===== config.mk =====
export PLATFORM = sky130hd
export DESIGN_NAME = quad_uart_serial_channel
export DESIGN_NICKNAME = d
export VERILOG_FILES = /design/src/uart_chan_pkg.sv /design/src/quad_uart_serial_channel.sv
export VERILOG_INCLUDE_DIRS = /design/src
export SDC_FILE = /design/constraint.sdc
export NUM_CORES = 2
export LEC_CHECK = 0
export ABC_CLOCK_PERIOD_IN_PS = 16000
export BUFFER_PORTS_ARGS = -buffer_cell sky130_fd_sc_hd__buf_4
export CAP_MARGIN = 40
export CORE_ASPECT_RATIO = 2
export CORE_MARGIN = 3
export CORE_UTILIZATION = 45
export DETAILED_ROUTE_END_ITERATION = 7
export GPL_TIMING_DRIVEN = 0
export PLACE_DENSITY = 0.62
export RECOVER_POWER = 50
export SLEW_MARGIN = 5
export SYNTH_ARGS = -nofsm -noshare
export SYNTH_HDL_FRONTEND = slang
export SYNTH_SLANG_ARGS = --single-unit

===== constraint.sdc =====
create_clock -name mclk -period 16 [get_ports mclk]
set_input_delay 4 -clock mclk [delete_from_list [all_inputs] [get_ports mclk]]
set_output_delay 4 -clock mclk [all_outputs]
set_load 0.01 [all_outputs]

===== src/uart_chan_consts.svh =====
// timing counts, register offsets, field positions and reset values of the serial channel
`ifndef UART_CHAN_CONSTS_SVH
`define UART_CHAN_CONSTS_SVH
`define REF_CLK_HZ 100000000
`define MAX_RATE_BPS 1500000
`define OVERSAMPLE 16
`define REG_DATA 4'h0
`define REG_LINE_CTRL 4'h1
`define REG_MODEM_CTRL 4'h2
`define REG_DIV_LO 4'h3
`define REG_DIV_HI 4'h4
`define REG_FIFO_CTRL 4'h5
`define REG_LINE_STATUS 4'h6
`define REG_IRQ_STATUS 4'h7
`define REG_IRQ_MASK 4'h8
`define REG_MONITOR 4'h9
`define REG_FLOW 4'hA
`define MCR_IRQ_GATE 3
`define MCR_ANY_RESUME 5
`define MCR_IR_MODE 6
`define MCR_PRESCALE4 7
`define LCR_PARITY_EN 0
`define LCR_PARITY_EVEN 1
`define LCR_TWO_STOP 2
`define LCR_TX_EN 3
`define EV_RX_TRIG 0
`define EV_TX_TRIG 1
`define EV_PARITY_ERR 2
`define EV_FRAME_ERR 3
`define EV_OVERRUN 4
`define DIV_RESET 16'h0001
`define TRIG_L0 8'h01
`define TRIG_L1 8'h20
`define TRIG_L2 8'h40
`define TRIG_L3 8'h78
`endif


===== src/uart_chan_pkg.sv =====
// types of the serial channel
package uart_chan_pkg;
  typedef enum logic [1:0] {TX_IDLE, TX_SHIFT} tx_state_t;
  typedef enum logic [1:0] {RX_IDLE, RX_START, RX_DATA, RX_STOP} rx_state_t;
  typedef struct packed {
    logic [3:0] addr;
    logic [7:0] wdata;
    logic wr;
    logic rd;
  } bus_req_t;
  typedef struct packed {
    logic parity_err;
    logic frame_err;
    logic [7:0] data;
  } rx_char_t;
endpackage


===== src/quad_uart_serial_channel.sv =====
// one serial channel: framing engine, fifos, modes and register port
// Summary of operation
// standard line: output high reset, idle, disabled
// remote keeps standard input high idle
// infrared mode idles low both directions
// modem control bit 6 selects infrared
// loopback feeds transmit stream to receiver
// framing with start and stop bits
// parity appended and checked
// separate 128 byte transmit and receive fifos
// four selectable fifo trigger levels
// bit 5: any character resumes flow
// style input and bit 3 gate interrupt
// prescale strap at init, bit 7 overrides
// monitor shows four channels' fifo flags
// up to 1.5 Mbps supported
// prescale option for higher rates; here bit 7 divides the reference by four more, lowering the rate
// start bit edge, mid-bit confirm
// framing and parity errors reported
//
// The address map and the plain strobed port were chosen for this implementation.
`timescale 1ns/100ps
`include "uart_chan_consts.svh"
module quad_uart_serial_channel #(
  parameter int FIFO_DEPTH = 128,
  parameter int AW = 7
) (
  input wire logic mclk,
  input wire logic rst,
  input wire uart_chan_pkg::bus_req_t bus,
  output logic [7:0] rdata,
  input wire logic serial_in_line,
  output logic serial_out_line,
  input wire logic irq_style_select,
  input wire logic prescale_default_select,
  input wire logic loopback,
  input wire logic [3:0] other_tx_space_flag,
  input wire logic [3:0] other_rx_avail_flag,
  output logic tx_space_flag,
  output logic rx_avail_flag,
  output logic flow_suspended,
  output logic irq
);
  localparam int BAUD_MIN_DIV = `REF_CLK_HZ / (`MAX_RATE_BPS * `OVERSAMPLE);
  ////////////////////////////////////////////////////////////////////////////
  // pin synchronisers
  logic [1:0] rx_sync;
  logic [1:0] style_sync;
  logic [1:0] strap_sync;
  always_ff @(posedge mclk or posedge rst) begin
    if (rst) begin
      rx_sync <= 2'h0;
      style_sync <= 2'h0;
      strap_sync <= 2'h0;
    end else begin
      rx_sync <= {rx_sync[0], serial_in_line};
      style_sync <= {style_sync[0], irq_style_select};
      strap_sync <= {strap_sync[0], prescale_default_select};
    end
  end
  ////////////////////////////////////////////////////////////////////////////
  // control registers
  logic [7:0] modem_control_reg;
  logic [7:0] line_ctrl;
  logic [15:0] divisor;
  logic [1:0] rx_trig_sel;
  logic [1:0] tx_trig_sel;
  logic [4:0] irq_status;
  logic [4:0] irq_mask;
  logic strap_taken;
  logic [1:0] strap_wait;
  logic wr_ok;
  assign wr_ok = bus.wr;
  // the strap is taken once the synchroniser has filled, then only software changes bit 7
  always_ff @(posedge mclk or posedge rst) begin
    if (rst) begin
      modem_control_reg <= 8'h00;
      strap_taken <= 1'b0;
      strap_wait <= 2'h0;
    end else if (!strap_taken) begin
      strap_wait <= strap_wait + 2'h1;
      if (strap_wait == 2'h2) begin
        modem_control_reg[`MCR_PRESCALE4] <= strap_sync[1];
        strap_taken <= 1'b1;
      end
    end else if (wr_ok && bus.addr == `REG_MODEM_CTRL) begin
      modem_control_reg <= bus.wdata;
    end
  end
  always_ff @(posedge mclk or posedge rst) begin
    if (rst) begin
      line_ctrl <= 8'h08;
      divisor <= `DIV_RESET;
      rx_trig_sel <= 2'h0;
      tx_trig_sel <= 2'h0;
      irq_mask <= 5'h00;
    end else if (wr_ok) begin
      case (bus.addr)
        `REG_LINE_CTRL: line_ctrl <= bus.wdata;
        `REG_DIV_LO: divisor[7:0] <= bus.wdata;
        `REG_DIV_HI: divisor[15:8] <= bus.wdata;
        `REG_FIFO_CTRL: begin
          rx_trig_sel <= bus.wdata[1:0];
          tx_trig_sel <= bus.wdata[3:2];
        end
        `REG_IRQ_MASK: irq_mask <= bus.wdata[4:0];
        default: ;
      endcase
    end
  end
  ////////////////////////////////////////////////////////////////////////////
  // baud tick: 16 ticks a bit; 4x prescale divides the reference by four more
  logic [17:0] baud_cnt;
  logic [17:0] baud_top;
  logic tick;
  // divisor below the minimum is clamped, so the rate stops at 1.5625 Mbps, just over the 1.5 Mbps ceiling
  always_comb begin
    baud_top = (divisor < 16'(BAUD_MIN_DIV)) ? 18'(BAUD_MIN_DIV) : {2'h0, divisor};
    if (modem_control_reg[`MCR_PRESCALE4]) begin
      baud_top = {baud_top[15:0], 2'h0};
    end
  end
  always_ff @(posedge mclk or posedge rst) begin
    if (rst) begin
      baud_cnt <= 18'h00000;
      tick <= 1'b0;
    end else if (baud_cnt + 18'h00001 >= baud_top) begin
      baud_cnt <= 18'h00000;
      tick <= 1'b1;
    end else begin
      baud_cnt <= baud_cnt + 18'h00001;
      tick <= 1'b0;
    end
  end
  ////////////////////////////////////////////////////////////////////////////
  // fifos
  logic [7:0] tx_mem [FIFO_DEPTH];
  logic [9:0] rx_mem [FIFO_DEPTH];
  logic [AW:0] tx_wp, tx_rp, rx_wp, rx_rp;
  logic [AW:0] tx_level, rx_level;
  logic tx_pop, rx_push;
  uart_chan_pkg::rx_char_t rx_char;
  uart_chan_pkg::rx_char_t rx_head;
  assign tx_level = tx_wp - tx_rp;
  assign rx_level = rx_wp - rx_rp;
  logic tx_full, rx_full, tx_push, rx_pop;
  assign tx_full = tx_level == (AW+1)'(FIFO_DEPTH);
  assign rx_full = rx_level == (AW+1)'(FIFO_DEPTH);
  assign tx_push = wr_ok && bus.addr == `REG_DATA && !tx_full;
  assign rx_pop = bus.rd && bus.addr == `REG_DATA && rx_level != '0;
  assign rx_head = rx_mem[rx_rp[AW-1:0]];
  always_ff @(posedge mclk) begin
    if (tx_push) begin
      tx_mem[tx_wp[AW-1:0]] <= bus.wdata;
    end
    if (rx_push && !rx_full) begin
      rx_mem[rx_wp[AW-1:0]] <= rx_char;
    end
  end
  always_ff @(posedge mclk or posedge rst) begin
    if (rst) begin
      tx_wp <= '0;
      tx_rp <= '0;
      rx_wp <= '0;
      rx_rp <= '0;
    end else begin
      if (tx_push) tx_wp <= tx_wp + 1'b1;
      if (tx_pop) tx_rp <= tx_rp + 1'b1;
      if (rx_push && !rx_full) rx_wp <= rx_wp + 1'b1;
      if (rx_pop) rx_rp <= rx_rp + 1'b1;
    end
  end
  ////////////////////////////////////////////////////////////////////////////
  // transmitter
  uart_chan_pkg::tx_state_t tx_state;
  logic [10:0] tx_shift;
  logic [3:0] tx_bits;
  logic [3:0] tx_sub;
  logic tx_bit;
  logic [7:0] tx_byte;
  logic [3:0] tx_len;
  assign tx_byte = tx_mem[tx_rp[AW-1:0]];
  assign tx_pop = tx_state == uart_chan_pkg::TX_IDLE && tick && tx_level != '0
                  && line_ctrl[`LCR_TX_EN] && !flow_suspended;
  always_comb begin
    tx_len = 4'hA;
    if (line_ctrl[`LCR_PARITY_EN]) tx_len = tx_len + 4'h1;
    if (line_ctrl[`LCR_TWO_STOP]) tx_len = tx_len + 4'h1;
  end
  always_ff @(posedge mclk or posedge rst) begin
    if (rst) begin
      tx_state <= uart_chan_pkg::TX_IDLE;
      tx_shift <= 11'h7FF;
      tx_bits <= 4'h0;
      tx_sub <= 4'h0;
      tx_bit <= 1'b1;
    end else begin
      case (tx_state)
        uart_chan_pkg::TX_IDLE: begin
          tx_bit <= 1'b1;
          if (tx_pop) begin
            // lsb first: start, data, optional parity, stop ones fill the top
            if (line_ctrl[`LCR_PARITY_EN]) begin
              tx_shift <= {1'b1, ^tx_byte ^ !line_ctrl[`LCR_PARITY_EVEN], tx_byte, 1'b0};
            end else begin
              tx_shift <= {2'h3, tx_byte, 1'b0};
            end
            tx_bits <= tx_len;
            tx_sub <= 4'h0;
            tx_state <= uart_chan_pkg::TX_SHIFT;
          end
        end
        uart_chan_pkg::TX_SHIFT: begin
          if (tick) begin
            if (tx_sub == 4'h0) begin
              if (tx_bits == 4'h0) begin
                tx_state <= uart_chan_pkg::TX_IDLE;
                tx_bit <= 1'b1;
              end else begin
                tx_bit <= tx_shift[0];
                tx_shift <= {1'b1, tx_shift[10:1]};
                tx_bits <= tx_bits - 4'h1;
              end
            end
            tx_sub <= tx_sub + 4'h1;
          end
        end
        default: tx_state <= uart_chan_pkg::TX_IDLE;
      endcase
    end
  end
  // infrared: a short high pulse per zero bit, low when idle; disabled rests idle even mid-frame
  always_ff @(posedge mclk or posedge rst) begin
    if (rst) begin
      serial_out_line <= 1'b1;
    end else if (modem_control_reg[`MCR_IR_MODE]) begin
      serial_out_line <= line_ctrl[`LCR_TX_EN] && !tx_bit
                         && tx_sub >= 4'h6 && tx_sub < 4'hA;
    end else begin
      serial_out_line <= tx_bit || !line_ctrl[`LCR_TX_EN];
    end
  end
  ////////////////////////////////////////////////////////////////////////////
  // receiver
  logic rx_line;
  logic rx_prev;
  uart_chan_pkg::rx_state_t rx_state;
  logic [3:0] rx_sub;
  logic [3:0] rx_cnt;
  logic [7:0] rx_data;
  logic rx_par;
  logic ir_seen;
  // normalise to standard polarity: infrared input idles low, a pulse marks a zero
  always_comb begin
    if (loopback) begin
      rx_line = tx_bit;
    end else if (modem_control_reg[`MCR_IR_MODE]) begin
      rx_line = !(rx_sync[1] || ir_seen);
    end else begin
      rx_line = rx_sync[1];
    end
  end
  always_ff @(posedge mclk or posedge rst) begin
    if (rst) begin
      ir_seen <= 1'b0;
    end else if (tick && (rx_sub == 4'hF
                 || (rx_state == uart_chan_pkg::RX_START && rx_sub == 4'h7))) begin
      ir_seen <= 1'b0;
    end else if (rx_sync[1]) begin
      ir_seen <= 1'b1;
    end
  end
  always_ff @(posedge mclk or posedge rst) begin
    if (rst) begin
      rx_state <= uart_chan_pkg::RX_IDLE;
      rx_prev <= 1'b1;
      rx_sub <= 4'h0;
      rx_cnt <= 4'h0;
      rx_data <= 8'h00;
      rx_par <= 1'b0;
      rx_push <= 1'b0;
      rx_char <= '0;
    end else begin
      rx_push <= 1'b0;
      rx_prev <= rx_line;
      case (rx_state)
        uart_chan_pkg::RX_IDLE: begin
          if (rx_prev && !rx_line) begin
            rx_sub <= 4'h0;
            rx_state <= uart_chan_pkg::RX_START;
          end
        end
        uart_chan_pkg::RX_START: begin
          if (tick) begin
            rx_sub <= rx_sub + 4'h1;
            if (rx_sub == 4'h7) begin
              rx_sub <= 4'h0;
              rx_cnt <= 4'h0;
              rx_state <= rx_line ? uart_chan_pkg::RX_IDLE : uart_chan_pkg::RX_DATA;
            end
          end
        end
        uart_chan_pkg::RX_DATA: begin
          if (tick) begin
            rx_sub <= rx_sub + 4'h1;
            if (rx_sub == 4'hF) begin
              if (rx_cnt < 4'h8) begin
                rx_data <= {rx_line, rx_data[7:1]};
              end else begin
                rx_par <= rx_line;
              end
              rx_cnt <= rx_cnt + 4'h1;
              if (rx_cnt == (line_ctrl[`LCR_PARITY_EN] ? 4'h8 : 4'h7)) begin
                rx_state <= uart_chan_pkg::RX_STOP;
              end
            end
          end
        end
        uart_chan_pkg::RX_STOP: begin
          if (tick) begin
            rx_sub <= rx_sub + 4'h1;
            if (rx_sub == 4'hF) begin
              rx_char.data <= rx_data;
              rx_char.frame_err <= !rx_line;
              rx_char.parity_err <= line_ctrl[`LCR_PARITY_EN]
                && ((^rx_data ^ !line_ctrl[`LCR_PARITY_EVEN]) != rx_par);
              rx_push <= 1'b1;
              rx_state <= uart_chan_pkg::RX_IDLE;
            end
          end
        end
        default: rx_state <= uart_chan_pkg::RX_IDLE;
      endcase
    end
  end
  ////////////////////////////////////////////////////////////////////////////
  // software flow suspension: set by writing, released by any character when enabled
  always_ff @(posedge mclk or posedge rst) begin
    if (rst) begin
      flow_suspended <= 1'b0;
    end else if (rx_push && modem_control_reg[`MCR_ANY_RESUME]) begin
      flow_suspended <= 1'b0;
    end else if (wr_ok && bus.addr == `REG_FLOW) begin
      flow_suspended <= bus.wdata[0];
    end
  end
  ////////////////////////////////////////////////////////////////////////////
  // trigger levels, status and interrupt
  logic [7:0] rx_trig, tx_trig;
  logic [4:0] events;
  always_comb begin
    case (rx_trig_sel)
      2'h0: rx_trig = `TRIG_L0;
      2'h1: rx_trig = `TRIG_L1;
      2'h2: rx_trig = `TRIG_L2;
      default: rx_trig = `TRIG_L3;
    endcase
    case (tx_trig_sel)
      2'h0: tx_trig = `TRIG_L0;
      2'h1: tx_trig = `TRIG_L1;
      2'h2: tx_trig = `TRIG_L2;
      default: tx_trig = `TRIG_L3;
    endcase
  end
  logic rx_at, tx_at, rx_at_d, tx_at_d;
  assign rx_at = 8'(rx_level) >= rx_trig;
  assign tx_at = 8'(FIFO_DEPTH) - 8'(tx_level) >= tx_trig;
  always_ff @(posedge mclk or posedge rst) begin
    if (rst) begin
      rx_at_d <= 1'b0;
      tx_at_d <= 1'b0;
    end else begin
      rx_at_d <= rx_at;
      tx_at_d <= tx_at;
    end
  end
  always_comb begin
    events = 5'h00;
    events[`EV_RX_TRIG] = rx_at && !rx_at_d;
    events[`EV_TX_TRIG] = tx_at && !tx_at_d;
    events[`EV_PARITY_ERR] = rx_push && rx_char.parity_err;
    events[`EV_FRAME_ERR] = rx_push && rx_char.frame_err;
    events[`EV_OVERRUN] = rx_push && rx_full;
  end
  // a new event in the clearing cycle stays set
  always_ff @(posedge mclk or posedge rst) begin
    if (rst) begin
      irq_status <= 5'h00;
    end else if (wr_ok && bus.addr == `REG_IRQ_STATUS) begin
      irq_status <= (irq_status & ~bus.wdata[4:0]) | events;
    end else begin
      irq_status <= irq_status | events;
    end
  end
  // style input high: always enabled; low: gated by modem control bit 3
  always_ff @(posedge mclk or posedge rst) begin
    if (rst) begin
      irq <= 1'b0;
    end else begin
      irq <= |(irq_status & irq_mask)
             && (style_sync[1] || modem_control_reg[`MCR_IRQ_GATE]);
    end
  end
  always_ff @(posedge mclk or posedge rst) begin
    if (rst) begin
      tx_space_flag <= 1'b0;
      rx_avail_flag <= 1'b0;
    end else begin
      tx_space_flag <= !tx_full;
      rx_avail_flag <= rx_level != '0;
    end
  end
  ////////////////////////////////////////////////////////////////////////////
  // read port, data one cycle after the strobe
  always_ff @(posedge mclk or posedge rst) begin
    if (rst) begin
      rdata <= 8'h00;
    end else if (bus.rd) begin
      case (bus.addr)
        `REG_DATA: rdata <= rx_head.data;
        `REG_LINE_CTRL: rdata <= line_ctrl;
        `REG_MODEM_CTRL: rdata <= modem_control_reg;
        `REG_DIV_LO: rdata <= divisor[7:0];
        `REG_DIV_HI: rdata <= divisor[15:8];
        `REG_FIFO_CTRL: rdata <= {4'h0, tx_trig_sel, rx_trig_sel};
        `REG_LINE_STATUS: rdata <= {3'h0, rx_head.frame_err && rx_avail_flag,
                                    rx_head.parity_err && rx_avail_flag,
                                    flow_suspended, tx_space_flag, rx_avail_flag};
        `REG_IRQ_STATUS: rdata <= {3'h0, irq_status};
        `REG_IRQ_MASK: rdata <= {3'h0, irq_mask};
        `REG_MONITOR: rdata <= {other_rx_avail_flag[3:1], rx_avail_flag,
                                other_tx_space_flag[3:1], tx_space_flag};
        `REG_FLOW: rdata <= {7'h00, flow_suspended};
        default: rdata <= 8'h00;
      endcase
    end else begin
      rdata <= 8'h00;
    end
  end
endmodule


Word level (Yosys, flattened, before mapping)

Memory sizes are Yosys's and may differ from the RTL's.
Cells that the tools add are included.

Muxes and demuxes: 74
Eq/ne operators: 40
Bitwise operators: 8
Magnitude comparators: 7
Add/subtract/negate cells: 14
Reduce and logical (&&, ||, !) cells: 77

Operators by type and width:

| cell                                                        | count |
|---|---|
| case mux 8 bit (11 select lines)                            | 1 |
| 2-to-1 mux 4 bit                                            | 16 |
| 2-to-1 mux 11 bit                                           | 4 |
| case mux 7 bit (3 select lines)                             | 2 |
| 2-to-1 mux 18 bit                                           | 2 |
| adder 8 x 1 -> 8 bit, second input constant                 | 4 |
| logical AND 1 bit                                           | 28 |
| 2-to-1 mux 2 bit                                            | 13 |
| inequality test 2 bit, second input constant                | 12 |
| case mux 4 bit (2 select lines)                             | 3 |
| 2-to-1 mux 1 bit                                            | 23 |
| case mux 11 bit (2 select lines)                            | 1 |
| == test 4 x 3 -> 1 bit, second input constant               | 5 |
| adder 18 x 1 -> 18 bit, second input constant               | 1 |
| greater-or-equal comparator 18 bit                          | 1 |
| adder 4 x 1 -> 4 bit, second input constant                 | 4 |
| == test 4 bit, second input constant                        | 4 |
| == test 8 bit, second input constant                        | 2 |
| greater-or-equal comparator 8 bit                           | 2 |
| less-than comparator 16 x 3 -> 1 bit, second input constant | 1 |
| 2-to-1 mux 16 bit                                           | 1 |
| 2-to-1 mux 8 bit                                            | 2 |
| nonzero test 8 bit                                          | 2 |
| parity 8 bit                                                | 2 |
| 36 further kinds                                            | 84 |

Memories: 2
Register bits: 175
RAM bits: 2304

Memory list:

| memory | depth | width | read ports | clocked after memory_dff | wr ports | RTL line                        | RTL |
|---|---|---|---|---|---|---|---|
| rx_mem | 128   | 10    | 1          | 0                        | 1        | quad_uart_serial_channel.sv:138 | `logic [9:0] rx_mem [FIFO_DEPTH];` |
| tx_mem | 128   | 8     | 1          | 0                        | 1        | quad_uart_serial_channel.sv:137 | `logic [7:0] tx_mem [FIFO_DEPTH];` |

Logic depth before layout (Yosys ltp)

Depth in word-level cells: 8
Depth in mapped cells: 18

Worst setup path after synthesis

Ideal clock, no wire load.

Path kind: in2reg
From: in bus[10] (netlist name)
To: mem tx_mem[63][0], enable pin
Arrival time: 6.705 ns
Buffers on the path: 3
Setup slack: 8.925 ns
Stages: 9
Data required time: 15.630 ns
Library setup time: 0.370 ns
Cells stage by stage: clkbuf_1 nor4_1 nand2_1 a31oi_1 and2_1 clkbuf_1 nand3_1 clkbuf_1 nor2_1

Longest elaborated chain between the ends: 5

Ends and longest elaborated chain:

| item                                   | RTL line                        | RTL |
|---|---|---|
| from (decl)                            | quad_uart_serial_channel.sv:30  | `input wire uart_chan_pkg::bus_req_t bus,` |
| zero test 4 bit                        | --                              |  |
| logical AND 1 bit (no source line)     | --                              |  |
| logical AND 1 bit                      | quad_uart_serial_channel.sv:149 | `` assign tx_push = wr_ok && bus.addr == `REG_DATA && !tx_full; `` |
| 2-to-1 mux 1 bit                       | quad_uart_serial_channel.sv:153 | `if (tx_push) begin` |
| 2-to-1 mux 1 bit (implied by the code) | quad_uart_serial_channel.sv:154 | `tx_mem[tx_wp[AW-1:0]] <= bus.wdata;` |
| to (decl)                              | quad_uart_serial_channel.sv:137 |  |

Every way passes these cells.

Worst setup path in the final report

From: in bus[6] (netlist name)
To: mem tx_mem[58][4], data pin

No word-level cell before the write port.

==> results.md <==
* Peak supply drop at 0.229 mV
* Worst reg2reg path endpoint: rx_mem[87][1]
* Most used cell, CP: clkbuf_1
* Hold Startpoint: strap_sync[0]
* Total number of vias at 50400
* Share of layout cells above drive strength 1 at 0.281
* CTS buffer count at 212
* Worst R2R Setup Slack at 8.65 ns
* Area of the multi-input gates at 23300 um2
* Critical path, cell by cell: clkbuf_1 > clkbuf_1
* Max cap viols at 37
* Post-synth EDFFs at 2304
* Setup TNS at 0 ns
* Post-Layout Cell Count at 8153
* Crit Path Max Fanout at 94
* Post-synthesis sequential area ratio at 0.749
* Synth Flop Type: edfxtp_1
* Tcrit/Tclk final at 0.593
* Detail Placement HPWL at 221 mm
* Final Util at 0.515
* Vias in the first global route at 51900
* Die Y at 666 um
* Syn Std Cell Area at 98100 um2
* Worst rel slew slack at -2.68
* Flops & latches, synth at 2477
* Placed Cells at 7764
* Cell at the root of the clock tree: clkbuf_16
* Fin Hold WS at 0.350 ns
* Routed len/inst at 37.7 um
* Vias per cell at 6.19
* Final GP Congestion at 0.974
* Fillers at 16800
* # port buffers at 33
* Least-Margin Pin Slew at 5.52 ns
* First-pass GRT wire length at 419 mm
* Final worst path period need at 9.49 ns
* Static leakage at 36.2 nW
* Pwr dens at 146 nW/um2
* Rows at 241
* Setup violations, final at 0
* Max clock buf depth at 4
* Initial Util at 0.454
* Io pins at 41
* Commonest non-fill, non-tap cell in the layout: edfxtp_1
* Count of different cell masters after synthesis at 61
* Comb power frac at 0.228
* Die ar. at 224000 um2
* Layout Nets at 5273
* H-tree Lvls at 4
* Achievable Freq at 105 MHz
* Most frequent cells in the layout: edfxtp_1 (2304), mux4_2 (720), nor2_1 (340), clkbuf_16 (216), buf_4 (199)
* Flop pwr share at 0.447
* Number of flip-flops under the largest register name at 1280
* Skew final at 0.0636 ns
* NetSw at 0.00481 W
* Violated checks: max-capacitance violations, max-slew violations
* Post-route DRC at 0
* Hold Vio Cnt, Final at 0
* Pins Over Slew Limit at 2496
* Die W at 336 um
* Power Internal at 0.0114 W
* CTS tree: built
* Crit path DAT at 9.36 ns
* Startpoint types: input pin
* CP bufs+invs at 2
* Ranking of synthesized cells by area: edfxtp_1 (71%), mux4_2 (17%), dfrtp_1 (4.0%)
* Setup Crit Path Kind: input pin to flip-flop
* Switching share of total power at 0.296
* Outcome: finished, violations left
* Top Family by Delay on Critical Path: buffers and inverters
* Hold Path Sink: strap_sync[1]
* Largest net degree at the start of global routing at 108
* Clock share of power at 0.325
* Avg Inst Size Synth at 21.0 um2
* Detailed Route WL at 307 mm
* Layout area overhead at 13.4%
* Reg2Reg Depth at 20
* DR pass1 iterations at 6
* Gates resized, CTS repair at 0
* Critical path's slowest cell: clkbuf_1
* RR Startpoint: rx_rp[1]
* YS warnings at 0
* Synth area leader: edfxtp_1
* Gr usage total at 0.276
* Max incr delay on CP at 3.57 ns
* Cells after Synth at 4667
* FF+latch area at 73500 um2
* Clk sinks at 2477
* Post-route ant nets at 0
* RSZ-0062 raised after global routing: false
* Core Area at 216000 um2
* Skew-Pair Late Insertion Delay at 0.87 ns
* Hold path cells at 0
* Cts hold-fix bufs at 0
* Clk slew on worst S/H paths at 0.07 ns
* Path category of the worst min-delay check: flip-flop to flip-flop
* Net Count, Synth at 4754
* Post-CTS setup buffers at 0
* Share of flip-flops with an asynchronous set or reset at 0.0698
* Initial antenna violation count at 8
* CP required at 15.86 ns
* GRT Residual Overflow at 0
* Crit end category: flip-flop
* Yosys top cell area share at 0.705
* DR iter-0 viols at 5373
## metrics by stage
step	cell area [um2]	setup WS, ns	total power [W]
floorplan	98100	7.34	0.00938
global placement	102000	4.87	0.0110
detailed placement	105000	7.89	0.0111
CTS	112000	8.78	0.0163
global route	111000	6.13	0.0166
finish	111000	6.51	0.0163
## cell families after synthesis
kind of cell    share of synthesized area
flops                               0.749
mux                                 0.178
simple gates                       0.0312
buf+inv                            0.0127
compound gates                     0.0138
xor+xnor                          0.00696
fa+ha+maj                         0.00768
## synth_stat cells, drive strengths merged (15+ instances only)
master / count
nor2b: 29
xor2: 23
nand2: 185
clkbuf: 123
o21ai: 68
edfxtp: 2304
inv: 59
a21oi: 50
ha: 57
nor2: 341
dfstp: 15
dfrtp: 158
mux2i: 58
xnor2: 55
buf: 107
and3: 17
nand4: 16
mux2: 60
nor3: 27
mux4: 720
nand3: 43
## power by group through the flow
stage	registers (W)	clock network, W	logic, W
final	0.00726	0.00528	0.00371
after floorplan	0.00735	0	0.00203
after detailed placement	0.00738	0	0.00371
after global routing	0.00727	0.00557	0.00380
after CTS	0.00724	0.00535	0.00371
after global placement	0.00742	0	0.00357
## routing by layer
metal,part of all wire,track usage,up-vias,wire length (um)
li1,-,-,20200,-
met1,0.29,0.272,26600,90200
met2,0.52,0.492,2659,161000
met3,0.061,0.0412,997,18900
met4,0.12,0.258,4,37000
met5,0.00010,0,-,32
## final cells by class
cell class / count / share of cell area
inverters: 60 / 0.00204
well taps: 2794 / 0.0314
diodes: 11 / 0.000247
repair buffers: 305 / 0.0236
flip-flops and latches: 2477 / 0.661
clock buffers: 250 / 0.0499
multi-input cells: 1900 / 0.210
plain buffers: 230 / 0.0100
clock inverters: 126 / 0.0122
## worst max path at each step
stage / from / endpoint / slack, ns / depth (start not counted)
floorplan: rst / async pin / 7.34 / 1
global placement: rst / rx_rp[1] / 4.87 / 2
detailed placement: bus[10] / tx_mem[45][6] / 7.89 / 10
CTS: bus[10] / tx_mem[14][6] / 8.78 / 10
global route: bus[6] / tx_mem[27][4] / 6.13 / 2
finish: bus[6] / tx_mem[58][4] / 6.51 / 2
Note: power is estimated with default switching activity, not from simulation.
